[src/dbf_pkg.sv]
package dbf_pkg;

   // register byte offsets
   localparam logic [11:0] OFS_IDENTITY = 12'h000;
   localparam logic [11:0] OFS_CONFIG   = 12'h004;
   localparam logic [11:0] OFS_FREEZE1  = 12'h008;
   localparam logic [11:0] OFS_FREEZE2  = 12'h00c;
   localparam logic [11:0] OFS_STATUS   = 12'h010;

   // writable bit masks, reserved bits stay zero
   localparam logic [31:0] CONFIG_MASK  = 32'h0000_0002;
   localparam logic [31:0] FREEZE1_MASK = 32'h8000_1c02;
   localparam logic [31:0] FREEZE2_MASK = 32'h0006_8800;

   // power-on reset values
   localparam logic [31:0] CONFIG_RST   = 32'h0000_0000;
   localparam logic [31:0] FREEZE1_RST  = 32'h0000_0000;
   localparam logic [31:0] FREEZE2_RST  = 32'h0000_0000;

   // identity word, value is arbitrary
   localparam logic [31:0] IDENTITY_VAL = 32'h0000_5a5a;

   // field positions
   localparam int unsigned CFG_STOP_KEEP_BIT = 1;
   localparam int unsigned FZ1_LPTIMER_BIT   = 31;
   localparam int unsigned FZ1_INDEP_WD_BIT  = 12;
   localparam int unsigned FZ1_WINDOW_WD_BIT = 11;
   localparam int unsigned FZ1_RTC_BIT       = 10;
   localparam int unsigned FZ1_TIMER3_BIT    = 1;
   localparam int unsigned FZ2_TIMER17_BIT   = 18;
   localparam int unsigned FZ2_TIMER16_BIT   = 17;
   localparam int unsigned FZ2_TIMER14_BIT   = 15;
   localparam int unsigned FZ2_TIMER1_BIT    = 11;

   // status word field positions
   localparam int unsigned STS_HALTED_BIT    = 0;
   localparam int unsigned STS_STOP_BIT      = 1;
   localparam int unsigned STS_OSC_KEEP_BIT  = 2;
   localparam int unsigned STS_FREEZE_LSB    = 16;

   localparam int unsigned NUM_FREEZE        = 9;
   localparam logic [3:0]  STRB_FULL         = 4'hf;

   // one freeze line per peripheral counter
   typedef struct packed {
      logic low_power_timer_halt_freeze;
      logic independent_watchdog_halt_freeze;
      logic window_watchdog_halt_freeze;
      logic realtime_clock_halt_freeze;
      logic general_timer_three_halt_freeze;
      logic timer_seventeen_halt_freeze;
      logic timer_sixteen_halt_freeze;
      logic timer_fourteen_halt_freeze;
      logic advanced_timer_one_halt_freeze;
   } dbf_freeze_t;

   // state of one freeze cell
   typedef struct packed {
      logic freeze;
   } dbf_cell_state_t;

   // state of the register bank
   typedef struct packed {
      logic [31:0] config_reg;
      logic [31:0] freeze1;
      logic [31:0] freeze2;
      logic [31:0] prdata;
      logic        pready;
      logic        pslverr;
      logic        osc_keep;
   } dbf_bank_state_t;

endpackage : dbf_pkg

[src/dbf_debug_freeze.sv]
// debug counter freeze register bank with apb slave
module dbf_debug_freeze #(
   parameter int unsigned      ADDR_W   = 12,
   parameter logic [31:0]      IDENTITY = dbf_pkg::IDENTITY_VAL
) (
   input  wire logic                pclk,
   input  wire logic                presetn,
   input  wire logic                psel,
   input  wire logic                penable,
   input  wire logic                pwrite,
   input  wire logic [ADDR_W-1:0]   paddr,
   input  wire logic [31:0]         pwdata,
   input  wire logic [3:0]          pstrb,
   output logic      [31:0]         prdata,
   output logic                     pready,
   output logic                     pslverr,
   input  wire logic                core_halted,
   input  wire logic                stop_mode,
   output logic                     internal_rc_oscillator_keep,
   output dbf_pkg::dbf_freeze_t     halt_freeze
);

   dbf_pkg::dbf_bank_state_t s_q;
   dbf_pkg::dbf_bank_state_t s_d;

   // decode results
   logic        hit_identity;
   logic        hit_config;
   logic        hit_freeze1;
   logic        hit_freeze2;
   logic        hit_status;
   logic        hit_any;
   logic        access;
   logic        bad_access;
   logic        commit_write;
   logic [31:0] byte_mask;
   logic [31:0] read_word;
   logic [31:0] status_word;
   logic [11:0] word_addr;

   // freeze selection and registered freeze lines
   dbf_pkg::dbf_freeze_t          sel;
   logic [dbf_pkg::NUM_FREEZE-1:0] sel_vec;
   logic [dbf_pkg::NUM_FREEZE-1:0] frz_vec;

   // compare on the low twelve bits; the upper bits are outside
   // this block and the interconnect has already selected it
   assign word_addr = 12'(paddr);

   // register decode, aligned words only
   always_comb begin
      hit_identity = (word_addr == dbf_pkg::OFS_IDENTITY);
      hit_config   = (word_addr == dbf_pkg::OFS_CONFIG);
      hit_freeze1  = (word_addr == dbf_pkg::OFS_FREEZE1);
      hit_freeze2  = (word_addr == dbf_pkg::OFS_FREEZE2);
      hit_status   = (word_addr == dbf_pkg::OFS_STATUS);
      hit_any      = hit_identity | hit_config | hit_freeze1 |
                     hit_freeze2 | hit_status;
   end

   // expand byte strobes into a bit mask
   always_comb begin
      byte_mask = {{8{pstrb[3]}}, {8{pstrb[2]}},
                   {8{pstrb[1]}}, {8{pstrb[0]}}};
   end

   // error cases: unmapped, write to read-only words, and a
   // partial write to the second freeze word, which would
   // otherwise leave half a setting behind
   always_comb begin
      access     = psel & penable;
      bad_access = 1'b0;
      if (!hit_any) begin
         bad_access = 1'b1;
      end else if (pwrite && (hit_identity || hit_status)) begin
         bad_access = 1'b1;
      end else if (pwrite && hit_freeze2 &&
                   (pstrb != dbf_pkg::STRB_FULL)) begin
         bad_access = 1'b1;
      end
   end

   // write commits only at the edge that sees pready high
   assign commit_write = access & s_q.pready & pwrite & ~bad_access;

   // status word shows live block state
   always_comb begin
      status_word = 32'h0000_0000;
      status_word[dbf_pkg::STS_HALTED_BIT]   = core_halted;
      status_word[dbf_pkg::STS_STOP_BIT]     = stop_mode;
      status_word[dbf_pkg::STS_OSC_KEEP_BIT] = s_q.osc_keep;
      status_word[dbf_pkg::STS_FREEZE_LSB +: dbf_pkg::NUM_FREEZE] =
         frz_vec;
   end

   // read multiplexer, reserved bits read as zero
   always_comb begin
      read_word = 32'h0000_0000;
      if (hit_identity) begin
         read_word = IDENTITY;
      end else if (hit_config) begin
         read_word = s_q.config_reg & dbf_pkg::CONFIG_MASK;
      end else if (hit_freeze1) begin
         read_word = s_q.freeze1 & dbf_pkg::FREEZE1_MASK;
      end else if (hit_freeze2) begin
         read_word = s_q.freeze2 & dbf_pkg::FREEZE2_MASK;
      end else if (hit_status) begin
         read_word = status_word;
      end
   end

   // next state of the bank
   always_comb begin
      s_d = s_q;

      // one wait state: pready rises after the first access cycle
      // so prdata and pslverr can come straight from flops
      if (access && !s_q.pready) begin
         s_d.pready  = 1'b1;
         s_d.pslverr = bad_access;
         if (!pwrite && !bad_access) begin
            s_d.prdata = read_word;
         end else begin
            s_d.prdata = 32'h0000_0000;
         end
      end else begin
         s_d.pready  = 1'b0;
         s_d.pslverr = 1'b0;
      end

      // no system reset term: the debugger can set up freeze
      // bits while the rest of the chip is held in reset
      if (commit_write) begin
         if (hit_config) begin
            s_d.config_reg = (s_q.config_reg & ~byte_mask) |
                             (pwdata & byte_mask &
                              dbf_pkg::CONFIG_MASK);
         end
         if (hit_freeze1) begin
            s_d.freeze1 = (s_q.freeze1 & ~byte_mask) |
                          (pwdata & byte_mask &
                           dbf_pkg::FREEZE1_MASK);
         end
         if (hit_freeze2) begin
            s_d.freeze2 = pwdata & dbf_pkg::FREEZE2_MASK;
         end
      end

      // keep the oscillator alive through stop while debugging
      s_d.osc_keep = stop_mode &
                     s_q.config_reg[dbf_pkg::CFG_STOP_KEEP_BIT];
   end

   // only power-on reset clears the bank
   always_ff @(posedge pclk or negedge presetn) begin
      if (!presetn) begin
         s_q            <= '0;
         s_q.config_reg <= dbf_pkg::CONFIG_RST;
         s_q.freeze1    <= dbf_pkg::FREEZE1_RST;
         s_q.freeze2    <= dbf_pkg::FREEZE2_RST;
      end else begin
         s_q <= s_d;
      end
   end

   // map register bits onto the freeze selections
   always_comb begin
      sel = '0;
      sel.low_power_timer_halt_freeze =
         s_q.freeze1[dbf_pkg::FZ1_LPTIMER_BIT];
      sel.independent_watchdog_halt_freeze =
         s_q.freeze1[dbf_pkg::FZ1_INDEP_WD_BIT];
      sel.window_watchdog_halt_freeze =
         s_q.freeze1[dbf_pkg::FZ1_WINDOW_WD_BIT];
      sel.realtime_clock_halt_freeze =
         s_q.freeze1[dbf_pkg::FZ1_RTC_BIT];
      sel.general_timer_three_halt_freeze =
         s_q.freeze1[dbf_pkg::FZ1_TIMER3_BIT];
      sel.timer_seventeen_halt_freeze =
         s_q.freeze2[dbf_pkg::FZ2_TIMER17_BIT];
      sel.timer_sixteen_halt_freeze =
         s_q.freeze2[dbf_pkg::FZ2_TIMER16_BIT];
      sel.timer_fourteen_halt_freeze =
         s_q.freeze2[dbf_pkg::FZ2_TIMER14_BIT];
      sel.advanced_timer_one_halt_freeze =
         s_q.freeze2[dbf_pkg::FZ2_TIMER1_BIT];
   end

   assign sel_vec = sel;

   // one registered gate per peripheral; adds a cycle of latency
   // between halt and freeze, harmless for counter clock gating
   for (genvar i = 0; i < dbf_pkg::NUM_FREEZE; i++) begin : g_cell
      dbf_freeze_cell u_cell (
         .pclk        (pclk),
         .presetn     (presetn),
         .select      (sel_vec[i]),
         .core_halted (core_halted),
         .freeze      (frz_vec[i])
      );
   end

   // outputs straight from flops
   assign halt_freeze                 = dbf_pkg::dbf_freeze_t'(frz_vec);
   assign prdata                      = s_q.prdata;
   assign pready                      = s_q.pready;
   assign pslverr                     = s_q.pslverr;
   assign internal_rc_oscillator_keep = s_q.osc_keep;

endmodule // dbf_debug_freeze

[src/dbf_freeze_cell.sv]
// one registered freeze line: selected and core halted
module dbf_freeze_cell (
   input  wire logic pclk,
   input  wire logic presetn,
   input  wire logic select,
   input  wire logic core_halted,
   output logic      freeze
);

   dbf_pkg::dbf_cell_state_t s_q;
   dbf_pkg::dbf_cell_state_t s_d;

   // freeze only while selected and halted, registered one cycle late
   always_comb begin
      s_d        = s_q;
      s_d.freeze = select & core_halted;
   end

   // power-on reset only
   always_ff @(posedge pclk or negedge presetn) begin
      if (!presetn) begin
         s_q <= '0;
      end else begin
         s_q <= s_d;
      end
   end

   assign freeze = s_q.freeze;

endmodule // dbf_freeze_cell

[config.mk]
export PLATFORM = sky130hd
export DESIGN_NAME = dbf_debug_freeze
export DESIGN_NICKNAME = d
export VERILOG_FILES = /design/src/dbf_pkg.sv /design/src/dbf_debug_freeze.sv /design/src/dbf_freeze_cell.sv
export SDC_FILE = /design/constraint.sdc
export NUM_CORES = 1
export LEC_CHECK = 0
export ABC_CLOCK_PERIOD_IN_PS = 3800
export BUFFER_PORTS_ARGS = -buffer_cell sky130_fd_sc_hd__clkbuf_2
export CAP_MARGIN = 40
export CELL_PAD_IN_SITES_DETAIL_PLACEMENT = 0
export CELL_PAD_IN_SITES_GLOBAL_PLACEMENT = 1
export CORE_ASPECT_RATIO = 1.4
export CORE_MARGIN = 2
export CORE_UTILIZATION = 38
export CTS_BUF_LIST = sky130_fd_sc_hd__clkbuf_8
export DETAILED_ROUTE_END_ITERATION = 12
export PLACE_DENSITY_LB_ADDON = 0.1
export SYNTH_ARGS = -nofsm -noshare
export SYNTH_HDL_FRONTEND = slang
export SYNTH_SLANG_ARGS = --single-unit
[constraint.sdc]
create_clock -name pclk -period 3.8 [get_ports pclk]
set_input_delay 0.38 -clock pclk [delete_from_list [all_inputs] [get_ports pclk]]
set_output_delay 0.38 -clock pclk [all_outputs]
set_load 0.02 [all_outputs]
After elaboration in Yosys (flattened, before gate mapping)
Index checks and enable logic that the tools add are counted.
{"block": "totals", "input_bits": 55, "output_inout_bits": 44, "reg_bits": 112}
{"block": "op_classes", "n_eq_ne": 5, "n_bitwise": 25, "reduce_logical": 13, "muxes": 10}
{"operator": "$mux 32", "n": 4}
{"operator": "$and 32x32->32", "n": 3}
{"operator": "$mux 25", "n": 2}
{"operator": "$not 32->32", "n": 1}
{"operator": "$or 32x2->32", "n": 1}
{"operator": "$or 32x32->32", "n": 1}
{"operator": "$eq 12x4->1 const B", "n": 2}
{"operator": "$and 1x1->1", "n": 14}
{"operator": "$eq 12x3->1 const B", "n": 1}
{"operator": "$eq 12x5->1 const B", "n": 1}
{"operator": "$logic_not 12->1", "n": 1}
{"operator": "$reduce_and 2->1", "n": 3}
{"operator": "$logic_and 1x1->1", "n": 5}
{"operator": "$ne 4x4->1 const B", "n": 1}
{"operator": "$or 1x1->1", "n": 4}
{"operator": "$logic_not 1->1", "n": 3}
{"operator": "$mux 1", "n": 3}
{"operator": "$mux 2", "n": 1}
{"operator": "$logic_or 1x1->1", "n": 1}
{"operator": "$not 1->1", "n": 1}

Logic depth before layout (Yosys ltp)
{"block": "logic_depth", "ltp_word": 9, "depth_mapped": 6, "mapped_depth_nobuf": 5}

Cells and area by module
From an unflattened synthesis, not the netlist that was laid out.
{"block": "hier_totals", "hier_cells": 168, "hier_area_um2": 1978.1}
{"module": "dbf_debug_freeze", "area_per_inst_um2": 1696.6, "cells_each": 150, "instances": 1}
{"module": "dbf_freeze_cell", "area_per_inst_um2": 31.3, "cells_each": 2, "instances": 9}

Least setup slack after synthesis
No wires, ideal clock.
{"block": "synth_timing", "kind": "in2reg", "startpoint": "input paddr[9]", "endpoint": "register with a tool-made name", "slack_ns": 1.860, "path_stages": 4, "required_ns": 3.675, "path_buffers": 0, "arrival_time_ns": 1.816, "setup_ns": 0.125, "cell_sequence": "or4_4 or3_1 nor3_1 mux2_2"}
{"element": "from (decl)", "line_no": "dbf_debug_freeze.sv:11", "source": "input wire logic [ADDR_W-1:0] paddr,"}

==> flow_metrics.py <==
metrics = {
    "status": {
        "outcome": "finished, final reports clean",
    },
    "finish": {
        "nets": 271,
        "areaGrowthSynthToFinish_pct": 11.0,
        "ff_latch_area_sq_um": 1000,
        "fill_cells": 515,
        "drive_above_1_share_pct": 41.5,
        "post-route-util_pct": 44.0,
        "diodes": 0,
        "final_cells": 283,
        "multiInputGateArea_sq_um": 732,
    },
    "setup_path": {
        "end_kind": "flip-flop",
        "worstPathRequired_ns": 3.98,
        "cp-start-kind": "input pin",
        "cp_max_fo": 7,
        "critPathKind": "in2reg",
        "arrival_ns": 2.04,
        "rr_worst_depth": 5,
    },
    "clocking": {
        "clk_path_buf_depth": 2,
        "cts.sinks": 40,
        "tritoncts": "built",
        "cts_buffers": 5,
        "clock_latency_ns": 0.29,
        "ctsHtreeMaxLevel": 2,
        "cts_root_buffer": "clkbuf_8",
        "post_cts_buffers": 0,
        "path_clk_slew_ns": 0.08,
    },
    "place": {
        "place_inst": 274,
        "io_buffers": 64,
        "pre_cts_slack_ns": 1.62,
        "gp_congestion": 0.760,
        "dpl.hpwl_um": 3380,
    },
    "logic_synthesis": {
        "yosys_warnings": 0,
        "synth_area_sq_um": 2060,
        "synth_top_area_share_pct": 48.6,
        "synth_area_leaders": "dfrtp_1 (49%), buf_4 (15%), mux2_2 (6.0%)",
        "synth_cells": 181,
        "synth.distinct_cells": 37,
        "ys_ff_latch": 40,
        "ys.flop_type": "dfrtp_1",
        "async_flop_share_pct": 100,
        "synth-edff-count": 0,
        "seq_area_frac_synth_pct": 48.6,
        "avgSynthCellArea_sq_um": 11.4,
        "yosys.area.top_type": "dfrtp_1",
    },
    "die": {
        "dieArea_sq_um": 6030,
        "initial_utilization_pct": 39.6,
        "die_width_um": 66.2,
        "std_cell_rows": 31,
        "coreArea_sq_um": 5200,
        "die_h_um": 91.1,
        "io_pins": 99,
    },
    "timing": {
        "finalCriticalPeriod_ns": 1.86,
        "relSlewSlack_pct": 58.6,
        "tightest_slew_ns": 0.616,
        "final_max_slew_viol_count": 0,
        "fin_crit_sh_pct": 48.9,
        "final_hold_viol_count": 0,
        "rsz0062_at_grt": "no",
        "fmax_ghz": 0.539,
        "totalNegativeSetupSlack_ns": 0,
        "skew_ns": 0.00585,
        "setup_slack_ns": 1.94,
        "setup_viol": 0,
    },
    "global_route": {
        "grt_pass1_vias": 1457,
        "grt_usage_pct": 15.7,
        "use_met1_pct": 17.9,
        "use_met3_pct": 2.97,
        "overflow": 0,
        "grt-busiest-layer": "met2",
        "grt_pass1_wl_um": 7180,
        "use_met2_pct": 27.2,
        "antenna_found_initial": 0,
        "grt_max_degree": 30,
    },
    "power_and_ir_drop": {
        "power.total_uw": 832,
        "p_int_uw": 643,
        "combPwrFrac_pct": 8.2,
        "switching_share_pct": 22.8,
        "power_switching_uw": 190,
        "powerDensity_nw_per_um2": 364,
        "ir_drop_mv": 0.199,
        "leakagePower_nw": 1.20,
        "pwr-share-seq_pct": 51.6,
        "clockPowerShare_pct": 40.2,
    },
    "drt": {
        "ant_nets": 0,
        "vias": 1413,
        "drc": 0,
        "avgRoutedWirePerCell_um": 15.1,
        "drt_wl_total_um": 4280,
        "first_pass_iters": 4,
        "vias_per_cell": 4.99,
        "drtIter0Drc": 45,
    },
    "worst_hold_path": {
        "whs_path_depth": 2,
        "hp-class": "in2reg",
    },
    "flow_run": {
        "cap_violations": 0,
    },
}
==> final timing paths <==
kind / from / endpoint / slack, ns
max: paddr[4] / flip-flop / 1.94
min: pwdata[15] / s_q[50] / 0.32
max reg2reg: pready / prdata[21] / 2.15
min reg2reg: prdata[15] / prdata[15] / 0.49
max in group asynchronous: presetn / prdata[15] / 2.82
min in group asynchronous: presetn / async pin / 0.52
==> cells by family (layout without fill, tap and decap cells) <==
family	after synthesis	count (layout)	share of synthesized area (%)
buffers and inverters	49	76	17.4
DFF	40	40	48.6
AOI/OAI and AO/OA	27	27	9.97
and+or+nand+nor	52	52	17.3
muxes	12	12	6.50
other	1	10	0.182
==> layer usage <==
| metal | share of wire [%] | vias to the layer above | routed length (um) |
|---|---|---|---|
| li1 | - | 661 | - |
| met1 | 40 | 696 | 1720 |
| met2 | 53 | 48 | 2250 |
| met3 | 4.6 | 8 | 196 |
| met4 | 2.6 | 0 | 110 |
| met5 | 0 | - | 0 |
==> per-stage QoR <==
stage                     hold slack, ns  instance area [sq um]
after floorplan                   0.0844                   2090
final                              0.321                   2280
after global routing               0.318                   2280
after detailed placement           0.297                   2170
after CTS                          0.314                   2280
after global placement             0.470                   2150
==> synth_stat cells (2+ instances only) <==
master     n
nor3_1     4
nor4_1     2
and2_1    11
dfrtp_1   40
nand2b_1   2
a21oi_1    3
or4_4      2
clkbuf_1   2
buf_2      2
or3_1      4
nand2_1    3
nand3_1    7
buf_4     42
buf_6      2
nand3b_1   2
o21ai_0    5
mux2_2    11
a22o_1    13
and3_1     2
nand4b_1   2
a32o_1     2
nor2_1     3
==> cell usage in the layout, fill, tap and decap left out, drive strengths merged, types with 2 or more instances in the layout <==
cell / count
dfrtp: 40
nand2: 3
mux2: 11
nand4b: 2
nor3: 5
conb: 10
nor4: 3
and2: 11
buf: 2
a21oi: 3
or3: 4
nand2b: 2
or4: 2
nand3b: 2
clkbuf: 69
nand3: 8
nor2: 3
inv: 2
a22o: 13
a32o: 2
and3: 2
o21ai: 5
==> area by class of cell <==
class,instances,area share [%]
Multi-Input combinational cell,101,32.0
Inverter,1,0.164
Clock inverter,3,1.70
Timing Repair Buffer,67,15.7
Tap cell,66,3.61
Clock buffer,5,3.01
Sequential cell,40,43.8
==> timing repair <==
action / 4_1_cts / 5_1_grt
hold buffers: 1 / 0
resized for setup: 0 / 0
hold endpoints to repair: 11 / 0
==> worst max-delay path, stage by stage <==
cell and delay, ns:
clkbuf_2 0.12, or3_1 0.54, or3_1 0.43, nor3_1 0.22, mux2_2 0.36
==> power groups by stage <==
stage               Combinational [mW]  Clock, mW  Sequential (mW)
floorplan                       0.0414          0            0.439
global placement                0.0647          0            0.438
detailed placement              0.0680          0            0.438
CTS                             0.0689      0.343            0.430
global route                    0.0760      0.363            0.430
finish                          0.0680      0.335            0.430
No activity file was read; power rests on OpenSTA's default activity.
